$ cat config.mk
export PLATFORM = sky130hd
export DESIGN_NAME = timer_output_flop_control
export DESIGN_NICKNAME = d
export VERILOG_FILES = /design/src/timer_output_flop_control_pkg.sv /design/src/timer_output_flop_control.sv
export VERILOG_INCLUDE_DIRS = /design/src /design/src/src
export SDC_FILE = /design/constraint.sdc
export NUM_CORES = 1
export LEC_CHECK = 0
export ABC_AREA = 0
export BUFFER_PORTS_ARGS = -buffer_cell sky130_fd_sc_hd__buf_2
export CAP_MARGIN = 20
export CORE_MARGIN = 5
export CORE_UTILIZATION = 40
export DETAILED_ROUTE_END_ITERATION = 12
export GPL_TIMING_DRIVEN = 0
export MAX_ROUTING_LAYER = met4
export PLACE_DENSITY = 0.79
export RECOVER_POWER = 50
export SETUP_SLACK_MARGIN = 0.4
export SLEW_MARGIN = 20
export SYNTH_ARGS = -nofsm -noshare
export SYNTH_HDL_FRONTEND = slang
export SYNTH_SLANG_ARGS = --single-unit
$ cat constraint.sdc
create_clock -name hclk -period 2.66 [get_ports hclk]
set_input_delay 0.133 -clock hclk [delete_from_list [all_inputs] [get_ports hclk]]
set_output_delay 0.133 -clock hclk [all_outputs]
set_load 0.05 [all_outputs]
$ cat src/timer_output_flop_control_defines.svh
`ifndef TIMER_OUTPUT_FLOP_CONTROL_DEFINES_SVH
`define TIMER_OUTPUT_FLOP_CONTROL_DEFINES_SVH

// Register indices as printed; byte address is four times the index
`define FLOP_SOURCE_SEL_LO_IDX 32'h00800220
`define FLOP_SOURCE_SEL_HI_IDX 32'h00800223
`define FLOP_WRITE_GUARD_LO_IDX 32'h00800224
`define FLOP_FORCE_VALUE_LO_IDX 32'h00800226
`define FLOP_WRITE_GUARD_HI_IDX 32'h00800229
`define FLOP_FORCE_VALUE_HI_IDX 32'h0080022b

// Reset values
`define FLOP_SOURCE_SEL_LO_RST 16'h0000
`define FLOP_SOURCE_SEL_HI_RST 8'h00
`define FLOP_WRITE_GUARD_LO_RST 16'h0000
`define FLOP_WRITE_GUARD_HI_RST 8'h00
`define FLOP_OUT_RST 21'h000000

// Implemented bits; the rest read as zero and ignore writes
`define FLOP_SOURCE_SEL_LO_MASK 16'h1fff
`define FLOP_GUARD_HI_MASK 8'h1f

// Field positions in flop_source_sel_lo (bit 0 is the least significant)
`define SEL_FLOP6_BIT 0
`define SEL_FLOP7_BIT 1
`define SEL_FLOP8_LSB 2
`define SEL_FLOP9_LSB 4
`define SEL_FLOP10_LSB 6
`define SEL_FLOP11_BIT 8
`define SEL_FLOP12_BIT 9
`define SEL_FLOP13_BIT 10
`define SEL_FLOP14_BIT 11
`define SEL_FLOP15_BIT 12

// Field positions in flop_source_sel_hi
`define SEL_FLOP16_LSB 0
`define SEL_FLOP17_LSB 2
`define SEL_FLOP18_LSB 4
`define SEL_FLOP19_LSB 6

// Flop counts
`define FLOP_COUNT 21
`define FLOP_LO_COUNT 16
`define OUT_TIMER_COUNT 11
`define IO_TIMER_COUNT 10

`endif

$ cat src/timer_output_flop_control_pkg.sv
package timer_output_flop_control_pkg;

  typedef enum logic [2:0] {
    MODE_SINGLE_SHOT,
    MODE_DELAYED_SINGLE_SHOT,
    MODE_CONTINUOUS,
    MODE_PWM,
    MODE_MEASURE_CLEAR,
    MODE_MEASURE_FREE_RUN,
    MODE_NOISE_PROCESSING
  } timer_mode_t;

  // One timer's status toward the flop unit; start and underflow are pulses
  typedef struct packed {
    timer_mode_t mode;
    logic start;
    logic underflow;
  } timer_evt_t;

  // Output event bus source selection, set by the event bus selectors
  typedef struct packed {
    logic [1:0] line3;
    logic line2;
    logic line1;
    logic line0;
  } bus_sel_t;

endpackage

$ cat src/timer_output_flop_control.sv
`timescale 1ns/1ps
`default_nettype none
`include "timer_output_flop_control_defines.svh"

// Contract
// - Output-mode timers toggle flop on enable and underflow
// - Delayed single-shot and input modes: underflow only
// - Measurement timers never drive flop events
// - Flop events separate from underflow-only bus events
// - Flops 15-11 single-bit selectors pick io timer or bus
// - Flops 10, 9: timer, bus0 or bus1
// - Flop 8: timer, bus0, bus1 or bus2
// - Flop 7 bus0, flop 6 bus1 alternatives
// - Flops 19-17: io timer, bus0 or bus1
// - Flop 16: io timer5, bus0, bus1, bus3
// - Unassigned bits read zero, ignore writes
// - Guard bit set blocks software data write
// - Data write skips guarded flops only
// - Written level forces the flop output
// - Guard bits mapped per flop number
// - Data bits mapped per flop number
// - Bus lines carry selected timer underflow
module timer_output_flop_control (
  // Clock and reset
  input wire logic hclk,
  input wire logic hresetn,
  // AHB-Lite slave
  input wire logic hsel,
  input wire logic [31:0] haddr,
  input wire logic [1:0] htrans,
  input wire logic hwrite,
  input wire logic [2:0] hsize,
  input wire logic [31:0] hwdata,
  input wire logic hready,
  output logic hreadyout,
  output logic hresp,
  output logic [31:0] hrdata,
  // Timers
  input wire timer_output_flop_control_pkg::timer_evt_t [`OUT_TIMER_COUNT-1:0] out_timer,
  input wire timer_output_flop_control_pkg::timer_evt_t [`IO_TIMER_COUNT-1:0] io_timer,
  input wire timer_output_flop_control_pkg::bus_sel_t bus_sel,
  // Flop outputs
  output logic [`FLOP_COUNT-1:0] flop_out
);

  logic [15:0] sel_lo_q;
  logic [7:0] sel_hi_q;
  logic [15:0] guard_lo_q;
  logic [7:0] guard_hi_q;
  logic [`FLOP_COUNT-1:0] flop_q;
  logic [31:0] hrdata_q;
  logic wr_pend_q;
  logic [31:0] wr_addr_q;
  logic [`FLOP_COUNT-1:0] guard;
  logic [`OUT_TIMER_COUNT-1:0] out_fe;
  logic [`IO_TIMER_COUNT-1:0] io_fe;
  logic [3:0] bus;
  logic [`FLOP_COUNT-1:0] ev;
  logic [`FLOP_COUNT-1:0] sw_en;
  logic [`FLOP_COUNT-1:0] sw_val;
  logic addr_ok;
  logic rd_ok;
  logic [31:0] rd_d;

  // Per-bit reset levels of the flops
  localparam logic [`FLOP_COUNT-1:0] FLOP_RST = `FLOP_OUT_RST;

  // Event toward the flop: start only counts in the output modes
  function automatic logic flop_event(input timer_output_flop_control_pkg::timer_evt_t t);
    logic on_start;
    on_start = 1'b0;
    case (t.mode)
      timer_output_flop_control_pkg::MODE_SINGLE_SHOT,
      timer_output_flop_control_pkg::MODE_CONTINUOUS,
      timer_output_flop_control_pkg::MODE_PWM: on_start = 1'b1;
      default: on_start = 1'b0;
    endcase
    return t.underflow | (t.start & on_start);
  endfunction

  // Two-bit field of the form 0X: timer, 10: bus a, 11: bus b
  function automatic logic pick_0x(input logic [1:0] f, input logic tmr,
                                   input logic ba, input logic bb);
    logic r;
    r = tmr;
    if (f == 2'b10) begin
      r = ba;
    end else if (f == 2'b11) begin
      r = bb;
    end
    return r;
  endfunction

  // Four-way field: 00 timer, 01 a, 10 b, 11 c
  function automatic logic pick_4(input logic [1:0] f, input logic tmr,
                                  input logic ba, input logic bb, input logic bc);
    logic r;
    r = tmr;
    case (f)
      2'b01: r = ba;
      2'b10: r = bb;
      2'b11: r = bc;
      default: r = tmr;
    endcase
    return r;
  endfunction

  // Per-timer flop events; measurement timers have no port here at all
  genvar g;
  generate
    for (g = 0; g < `OUT_TIMER_COUNT; g = g + 1) begin : g_out_fe
      assign out_fe[g] = flop_event(out_timer[g]);
    end
    for (g = 0; g < `IO_TIMER_COUNT; g = g + 1) begin : g_io_fe
      assign io_fe[g] = flop_event(io_timer[g]);
    end
  endgenerate

  // Output event bus lines take underflows only
  always_comb begin
    bus[0] = bus_sel.line0 ? io_timer[0].underflow : out_timer[6].underflow;
    bus[1] = bus_sel.line1 ? io_timer[1].underflow : out_timer[7].underflow;
    bus[2] = bus_sel.line2 ? io_timer[2].underflow : out_timer[9].underflow;
    case (bus_sel.line3)
      2'b00: bus[3] = out_timer[8].underflow;
      2'b01: bus[3] = io_timer[3].underflow;
      2'b10: bus[3] = io_timer[4].underflow;
      default: bus[3] = io_timer[8].underflow;
    endcase
  end

  // Source selection per flop
  always_comb begin
    ev[5:0] = out_fe[5:0];
    ev[6] = sel_lo_q[`SEL_FLOP6_BIT] ? bus[1] : out_fe[6];
    ev[7] = sel_lo_q[`SEL_FLOP7_BIT] ? bus[0] : out_fe[7];
    ev[8] = pick_4(sel_lo_q[`SEL_FLOP8_LSB +: 2], out_fe[8], bus[0], bus[1], bus[2]);
    ev[9] = pick_0x(sel_lo_q[`SEL_FLOP9_LSB +: 2], out_fe[9], bus[0], bus[1]);
    ev[10] = pick_0x(sel_lo_q[`SEL_FLOP10_LSB +: 2], out_fe[10], bus[0], bus[1]);
    ev[11] = sel_lo_q[`SEL_FLOP11_BIT] ? bus[1] : io_fe[0];
    ev[12] = sel_lo_q[`SEL_FLOP12_BIT] ? bus[2] : io_fe[1];
    ev[13] = sel_lo_q[`SEL_FLOP13_BIT] ? bus[3] : io_fe[2];
    ev[14] = sel_lo_q[`SEL_FLOP14_BIT] ? bus[0] : io_fe[3];
    ev[15] = sel_lo_q[`SEL_FLOP15_BIT] ? bus[0] : io_fe[4];
    ev[16] = pick_4(sel_hi_q[`SEL_FLOP16_LSB +: 2], io_fe[5], bus[0], bus[1], bus[3]);
    ev[17] = pick_0x(sel_hi_q[`SEL_FLOP17_LSB +: 2], io_fe[6], bus[0], bus[1]);
    ev[18] = pick_0x(sel_hi_q[`SEL_FLOP18_LSB +: 2], io_fe[7], bus[0], bus[1]);
    ev[19] = pick_0x(sel_hi_q[`SEL_FLOP19_LSB +: 2], io_fe[8], bus[0], bus[1]);
    ev[20] = io_fe[9];
  end

  // Bus decode
  assign guard = {guard_hi_q[4:0], guard_lo_q};
  assign addr_ok = hsel & hready & htrans[1];
  assign rd_ok = addr_ok & ~hwrite;

  always_comb begin
    rd_d = 32'h00000000;
    if (haddr == {`FLOP_SOURCE_SEL_LO_IDX << 2}) begin
      rd_d = {16'h0000, sel_lo_q};
    end else if (haddr == {`FLOP_SOURCE_SEL_HI_IDX << 2}) begin
      rd_d = {24'h000000, sel_hi_q};
    end else if (haddr == {`FLOP_WRITE_GUARD_LO_IDX << 2}) begin
      rd_d = {16'h0000, guard_lo_q};
    end else if (haddr == {`FLOP_FORCE_VALUE_LO_IDX << 2}) begin
      rd_d = {16'h0000, flop_q[15:0]};
    end else if (haddr == {`FLOP_WRITE_GUARD_HI_IDX << 2}) begin
      rd_d = {24'h000000, guard_hi_q};
    end else if (haddr == {`FLOP_FORCE_VALUE_HI_IDX << 2}) begin
      rd_d = {27'h0000000, flop_q[20:16]};
    end
  end

  // Software force of the flops in the write data phase
  always_comb begin
    sw_en = '0;
    sw_val = '0;
    if (wr_pend_q && wr_addr_q == {`FLOP_FORCE_VALUE_LO_IDX << 2}) begin
      sw_en[15:0] = ~guard[15:0];
      sw_val[15:0] = hwdata[15:0];
    end else if (wr_pend_q && wr_addr_q == {`FLOP_FORCE_VALUE_HI_IDX << 2}) begin
      sw_en[20:16] = ~guard[20:16];
      sw_val[20:16] = hwdata[4:0];
    end
  end

  always_ff @(posedge hclk or negedge hresetn) begin
    if (!hresetn) begin
      wr_pend_q <= 1'b0;
      wr_addr_q <= 32'h00000000;
    end else begin
      wr_pend_q <= addr_ok & hwrite;
      wr_addr_q <= haddr;
    end
  end

  always_ff @(posedge hclk or negedge hresetn) begin
    if (!hresetn) begin
      hrdata_q <= 32'h00000000;
    end else if (rd_ok) begin
      hrdata_q <= rd_d;
    end
  end

  // Configuration registers
  always_ff @(posedge hclk or negedge hresetn) begin
    if (!hresetn) begin
      sel_lo_q <= `FLOP_SOURCE_SEL_LO_RST;
      sel_hi_q <= `FLOP_SOURCE_SEL_HI_RST;
      guard_lo_q <= `FLOP_WRITE_GUARD_LO_RST;
      guard_hi_q <= `FLOP_WRITE_GUARD_HI_RST;
    end else if (wr_pend_q) begin
      if (wr_addr_q == {`FLOP_SOURCE_SEL_LO_IDX << 2}) begin
        sel_lo_q <= hwdata[15:0] & `FLOP_SOURCE_SEL_LO_MASK;
      end else if (wr_addr_q == {`FLOP_SOURCE_SEL_HI_IDX << 2}) begin
        sel_hi_q <= hwdata[7:0];
      end else if (wr_addr_q == {`FLOP_WRITE_GUARD_LO_IDX << 2}) begin
        guard_lo_q <= hwdata[15:0];
      end else if (wr_addr_q == {`FLOP_WRITE_GUARD_HI_IDX << 2}) begin
        guard_hi_q <= hwdata[7:0] & `FLOP_GUARD_HI_MASK;
      end
    end
  end

  // The flops themselves
  generate
    for (g = 0; g < `FLOP_COUNT; g = g + 1) begin : g_flop
      always_ff @(posedge hclk or negedge hresetn) begin
        if (!hresetn) begin
          flop_q[g] <= FLOP_RST[g];
        end else if (sw_en[g]) begin
          flop_q[g] <= sw_val[g];
        end else if (ev[g]) begin
          flop_q[g] <= ~flop_q[g];
        end
      end
    end
  endgenerate

  assign flop_out = flop_q;
  assign hrdata = hrdata_q;
  assign hreadyout = 1'b1;
  assign hresp = 1'b0;

endmodule
`default_nettype wire

==> metrics.md <==
| Metric | Value |
|---|---|
| Final setup fails | `0` |
| Hold path start | `hwrite` |
| Reg-to-Reg Start | `wr_addr_q[1]` |
| Max_slew headroom | `-8.352%` |
| Core area | `13720 um^2` |
| Cell Pwr Density | `670.5 nW/um^2` |
| Post-layout min period | `~2.2 ns` |
| Vias after detailed routing | `4712` |
| Max-Cap Viols | `1` |
| Sequential cell area | `2803 um^2` |
| Final period util | `82.62%` |
| Gr usage total | `around a fifth` |
| DP Cell Count | `881` |
| Average routed wire per standard cell | `17.54 um` |
| M1 GR Usage | `26.08%` |
| CP Capture Type | `register` |
| Overflow after GRT | `0` |
| H-tree levels | `3` |
| Drt pass-1 iters | `5` |
| Vias in the first global route | `4924` |
| Share of layout cells above drive strength 1 | `40.13%` |
| DR iter-0 viols | `between 200 and 300` |
| Starting density of the core | `approximately 40%` |
| Io pins | `approximately 240` |
| Final hold vios | `0` |
| Gpl congestion | `approximately 0.8` |
| CTS buffer count | `9` |
| Post-detail-place hpwl | `~12000 um` |
| RSZ-0062 raised after global routing | `false` |
| Routed Antenna Nets | `0` |
| Multi-input gate area | `2571 um^2` |
| Crit. Startpoint | `wr_addr_q[1]` |
| Synth-to-Final Area Change | `36.88%` |
| CTS tree | `done` |
| Met3 GRT Util | `under 10%` |
| Busiest grt layer | `met2` |
| Yosys warning count | `0` |
| Max Buffers Root-to-Sink | `2` |
| Final Non-Filler Cells | `between 900 and 1000` |
| Failing checks | `capacitance limit, slew limit` |
| Seq cells post-synth | `112` |
| # clock sinks | `112` |
| Clk slew on worst S/H paths | `0.07 ns` |
| Diode count | `0` |
| Status | `finished with violations` |
| Rows | `43` |
| Asr flop ratio synth | `100.0%` |
| Clock latency on the worst-skew pair | `0.35 ns` |
| Post-synthesis sequential area ratio | `50.62%` |
| Initial antenna violation count | `0` |
| Met2 usage | `34.25%` |
| Vias per cell | `between 5 and 6` |
| P_leak | `roughly 3.6 nW` |
| Min Hold Slack | `between 0.02 and 0.03 ns` |
| Ys flop type | `dfrtp_1` |
| Cell area after synthesis | `5537 um^2` |
| Cell variety after synth | `48` |
| CTS root buf | `clkbuf_16` |
| Die width | `127.7 um` |
| Worst Setup Path Type | `reg -> reg` |
| Worst slew pin tran | `between 1.5 and 2 ns` |
| Peak supply drop | `0.4531 mV` |
| Clk_skew | `roughly 0.0097 ns` |
| DRC | `0` |
| Required @ worst endpoint | `2.90 ns` |
| IO Port Bufs | `200` |
| Slew Limit Fails | `65` |
| Nets@finish | `934` |
| Hold crit path type | `in -> reg` |
| Largest net degree at the start of global routing | `66` |
| Pre-CTS setup slack | `-0.1337 ns` |
| Achievable Freq | `455.0 MHz` |
| Arrival time at the worst endpoint | `2.43 ns` |
| WL final | `16400 um` |
| Post-synth EDFFs | `0` |
| First-pass GRT wire length | `25510 um` |
| Startpoint Class | `register` |
| DIE AREA | `16290 um^2` |
| Die H | `127.7 um` |
| Fill count | `1236` |
| Syn Area/Cell | `11.44 um^2` |
| Final Worst Setup Slack | `between 0.4 and 0.5 ns` |
| Worst Path Max Fanout | `10` |
| Cells after Synth | `around 480` |
-- layout by cell type, fill, tap and decap left out, types with 4 or more instances in the layout --
cell           instances
a21oi_1               16
a22oi_1                6
a311oi_1              11
a31oi_1                8
buf_2                169
buf_4                 23
clkbuf_1              38
clkbuf_16              9
clkbuf_2               5
conb_1                18
dfrtp_1              112
dlygate4sd3_1         33
inv_1                 24
mux2_2                65
mux2i_1               25
nand2_1               22
nand2b_1              25
nand3_1                9
nor2_1                28
nor4_1                 8
o211ai_1               5
o21ai_0                5
o221ai_2               4
o22ai_1                8
xnor2_1                7
xor2_1                13
-- metal layers --
layer	routed length [um]	vias up
li1	-	2247
met1	6809	2266
met2	8215	179
met3	1057	20
met4	316	0
met5	0	-
-- critical path, cell delays in order (launching register included) --
cell	delay, ns
dfrtp_1	0.40
nor4b_4	0.30
and4_4	0.28
nand2_2	0.09
or4_4	0.43
buf_6	0.15
buf_6	0.15
mux2_2	0.28
-- report_power, final --
group,leakage [nW],switching (mW),internal [mW]
logic,2.07,1.02,0.573
clock network,0.152,0.616,0.765
registers,1.37,0.193,1.91
total,3.59,1.83,3.25
-- metrics by stage --
stage,power [mW],instance area (um^2),util [%],TNS (ns)
6_report,5.081,7579,55.24,0
5_1_grt,5.331,7579,55.24,0
4_1_cts,5.127,7589,55.31,0
3_5_place_dp,3.701,6857,49.98,-1.473
3_3_place_gp,3.668,6823,49.73,-0.1927
2_1_floorplan,3.209,5597,-,0
-- state kept, by name, indices dropped and copies added, names as in the netlist --
signal and flops:
flop_out 21, guard_hi_q 5, sel_hi_q 8, hrdata 16
wr_addr_q 32, guard_lo_q 16, wr_pend_q 1, sel_lo_q 13
-- final timing paths --
path	end	slack, ns	cells past startpoint
setup reg to reg	sel_lo_q[12]	0.46	7
hold / removal	wr_pend_q	0.03	3
hold reg to reg	hrdata[8]	0.48	2
setup / recovery	sel_lo_q[12]	0.46	7
min in group asynchronous	wr_addr_q[25]	0.74	2
max in group asynchronous	hrdata[0]	0.95	2
-- cell usage after synthesis, drive strengths merged, types with 9 or more instances --
| cell | number | share of area, % |
|---|---|---|
| mux2i | 25 | 4.5 |
| mux2 | 65 | 13 |
| a21oi | 16 | 1.4 |
| clkbuf | 12 | 0.81 |
| nand2b | 26 | 3.1 |
| xor2 | 13 | 2.1 |
| nand3 | 9 | 0.81 |
| nor4 | 9 | 1.0 |
| dfrtp | 112 | 51 |
| inv | 24 | 1.6 |
| nor2 | 28 | 1.9 |
| buf | 20 | 2.6 |
| nand2 | 23 | 1.6 |
| a311oi | 11 | 1.7 |
-- final cells by class --
class	count	area share, %
Multi-Input combinational cell	332	33.93
Tap cell	180	2.972
Timing Repair Buffer	239	18.08
Buffer	32	2.807
Sequential cell	112	36.98
Clock inverter	5	0.8420
Clock buffer	11	3.203
Inverter	24	1.189
-- kinds of logic after synthesis --
| group | count (synthesis) | share of synthesized area, % |
|---|---|---|
| and+or+nand+nor | 130 | 13.24 |
| xor gates and xnor gates | 20 | 3.164 |
| muxes | 91 | 18.15 |
| buffers and inverters | 56 | 5.062 |
| AOI/OAI and AO/OA | 73 | 9.627 |
| other | 2 | 0.1356 |
| DFF | 112 | 50.62 |
-- what timing repair did --
| item | 4_1_cts | 5_1_grt |
|---|---|---|
| resized for setup | 14 | 17 |
| hold endpoints to repair | 96 | 0 |
| hold buffers | 33 | 0 |
| setup endpoints to repair | 52 | 42 |
| pin swaps | 5 | 2 |
| buffers inserted | 4 | 1 |
Power figures use the tool's default switching activity.
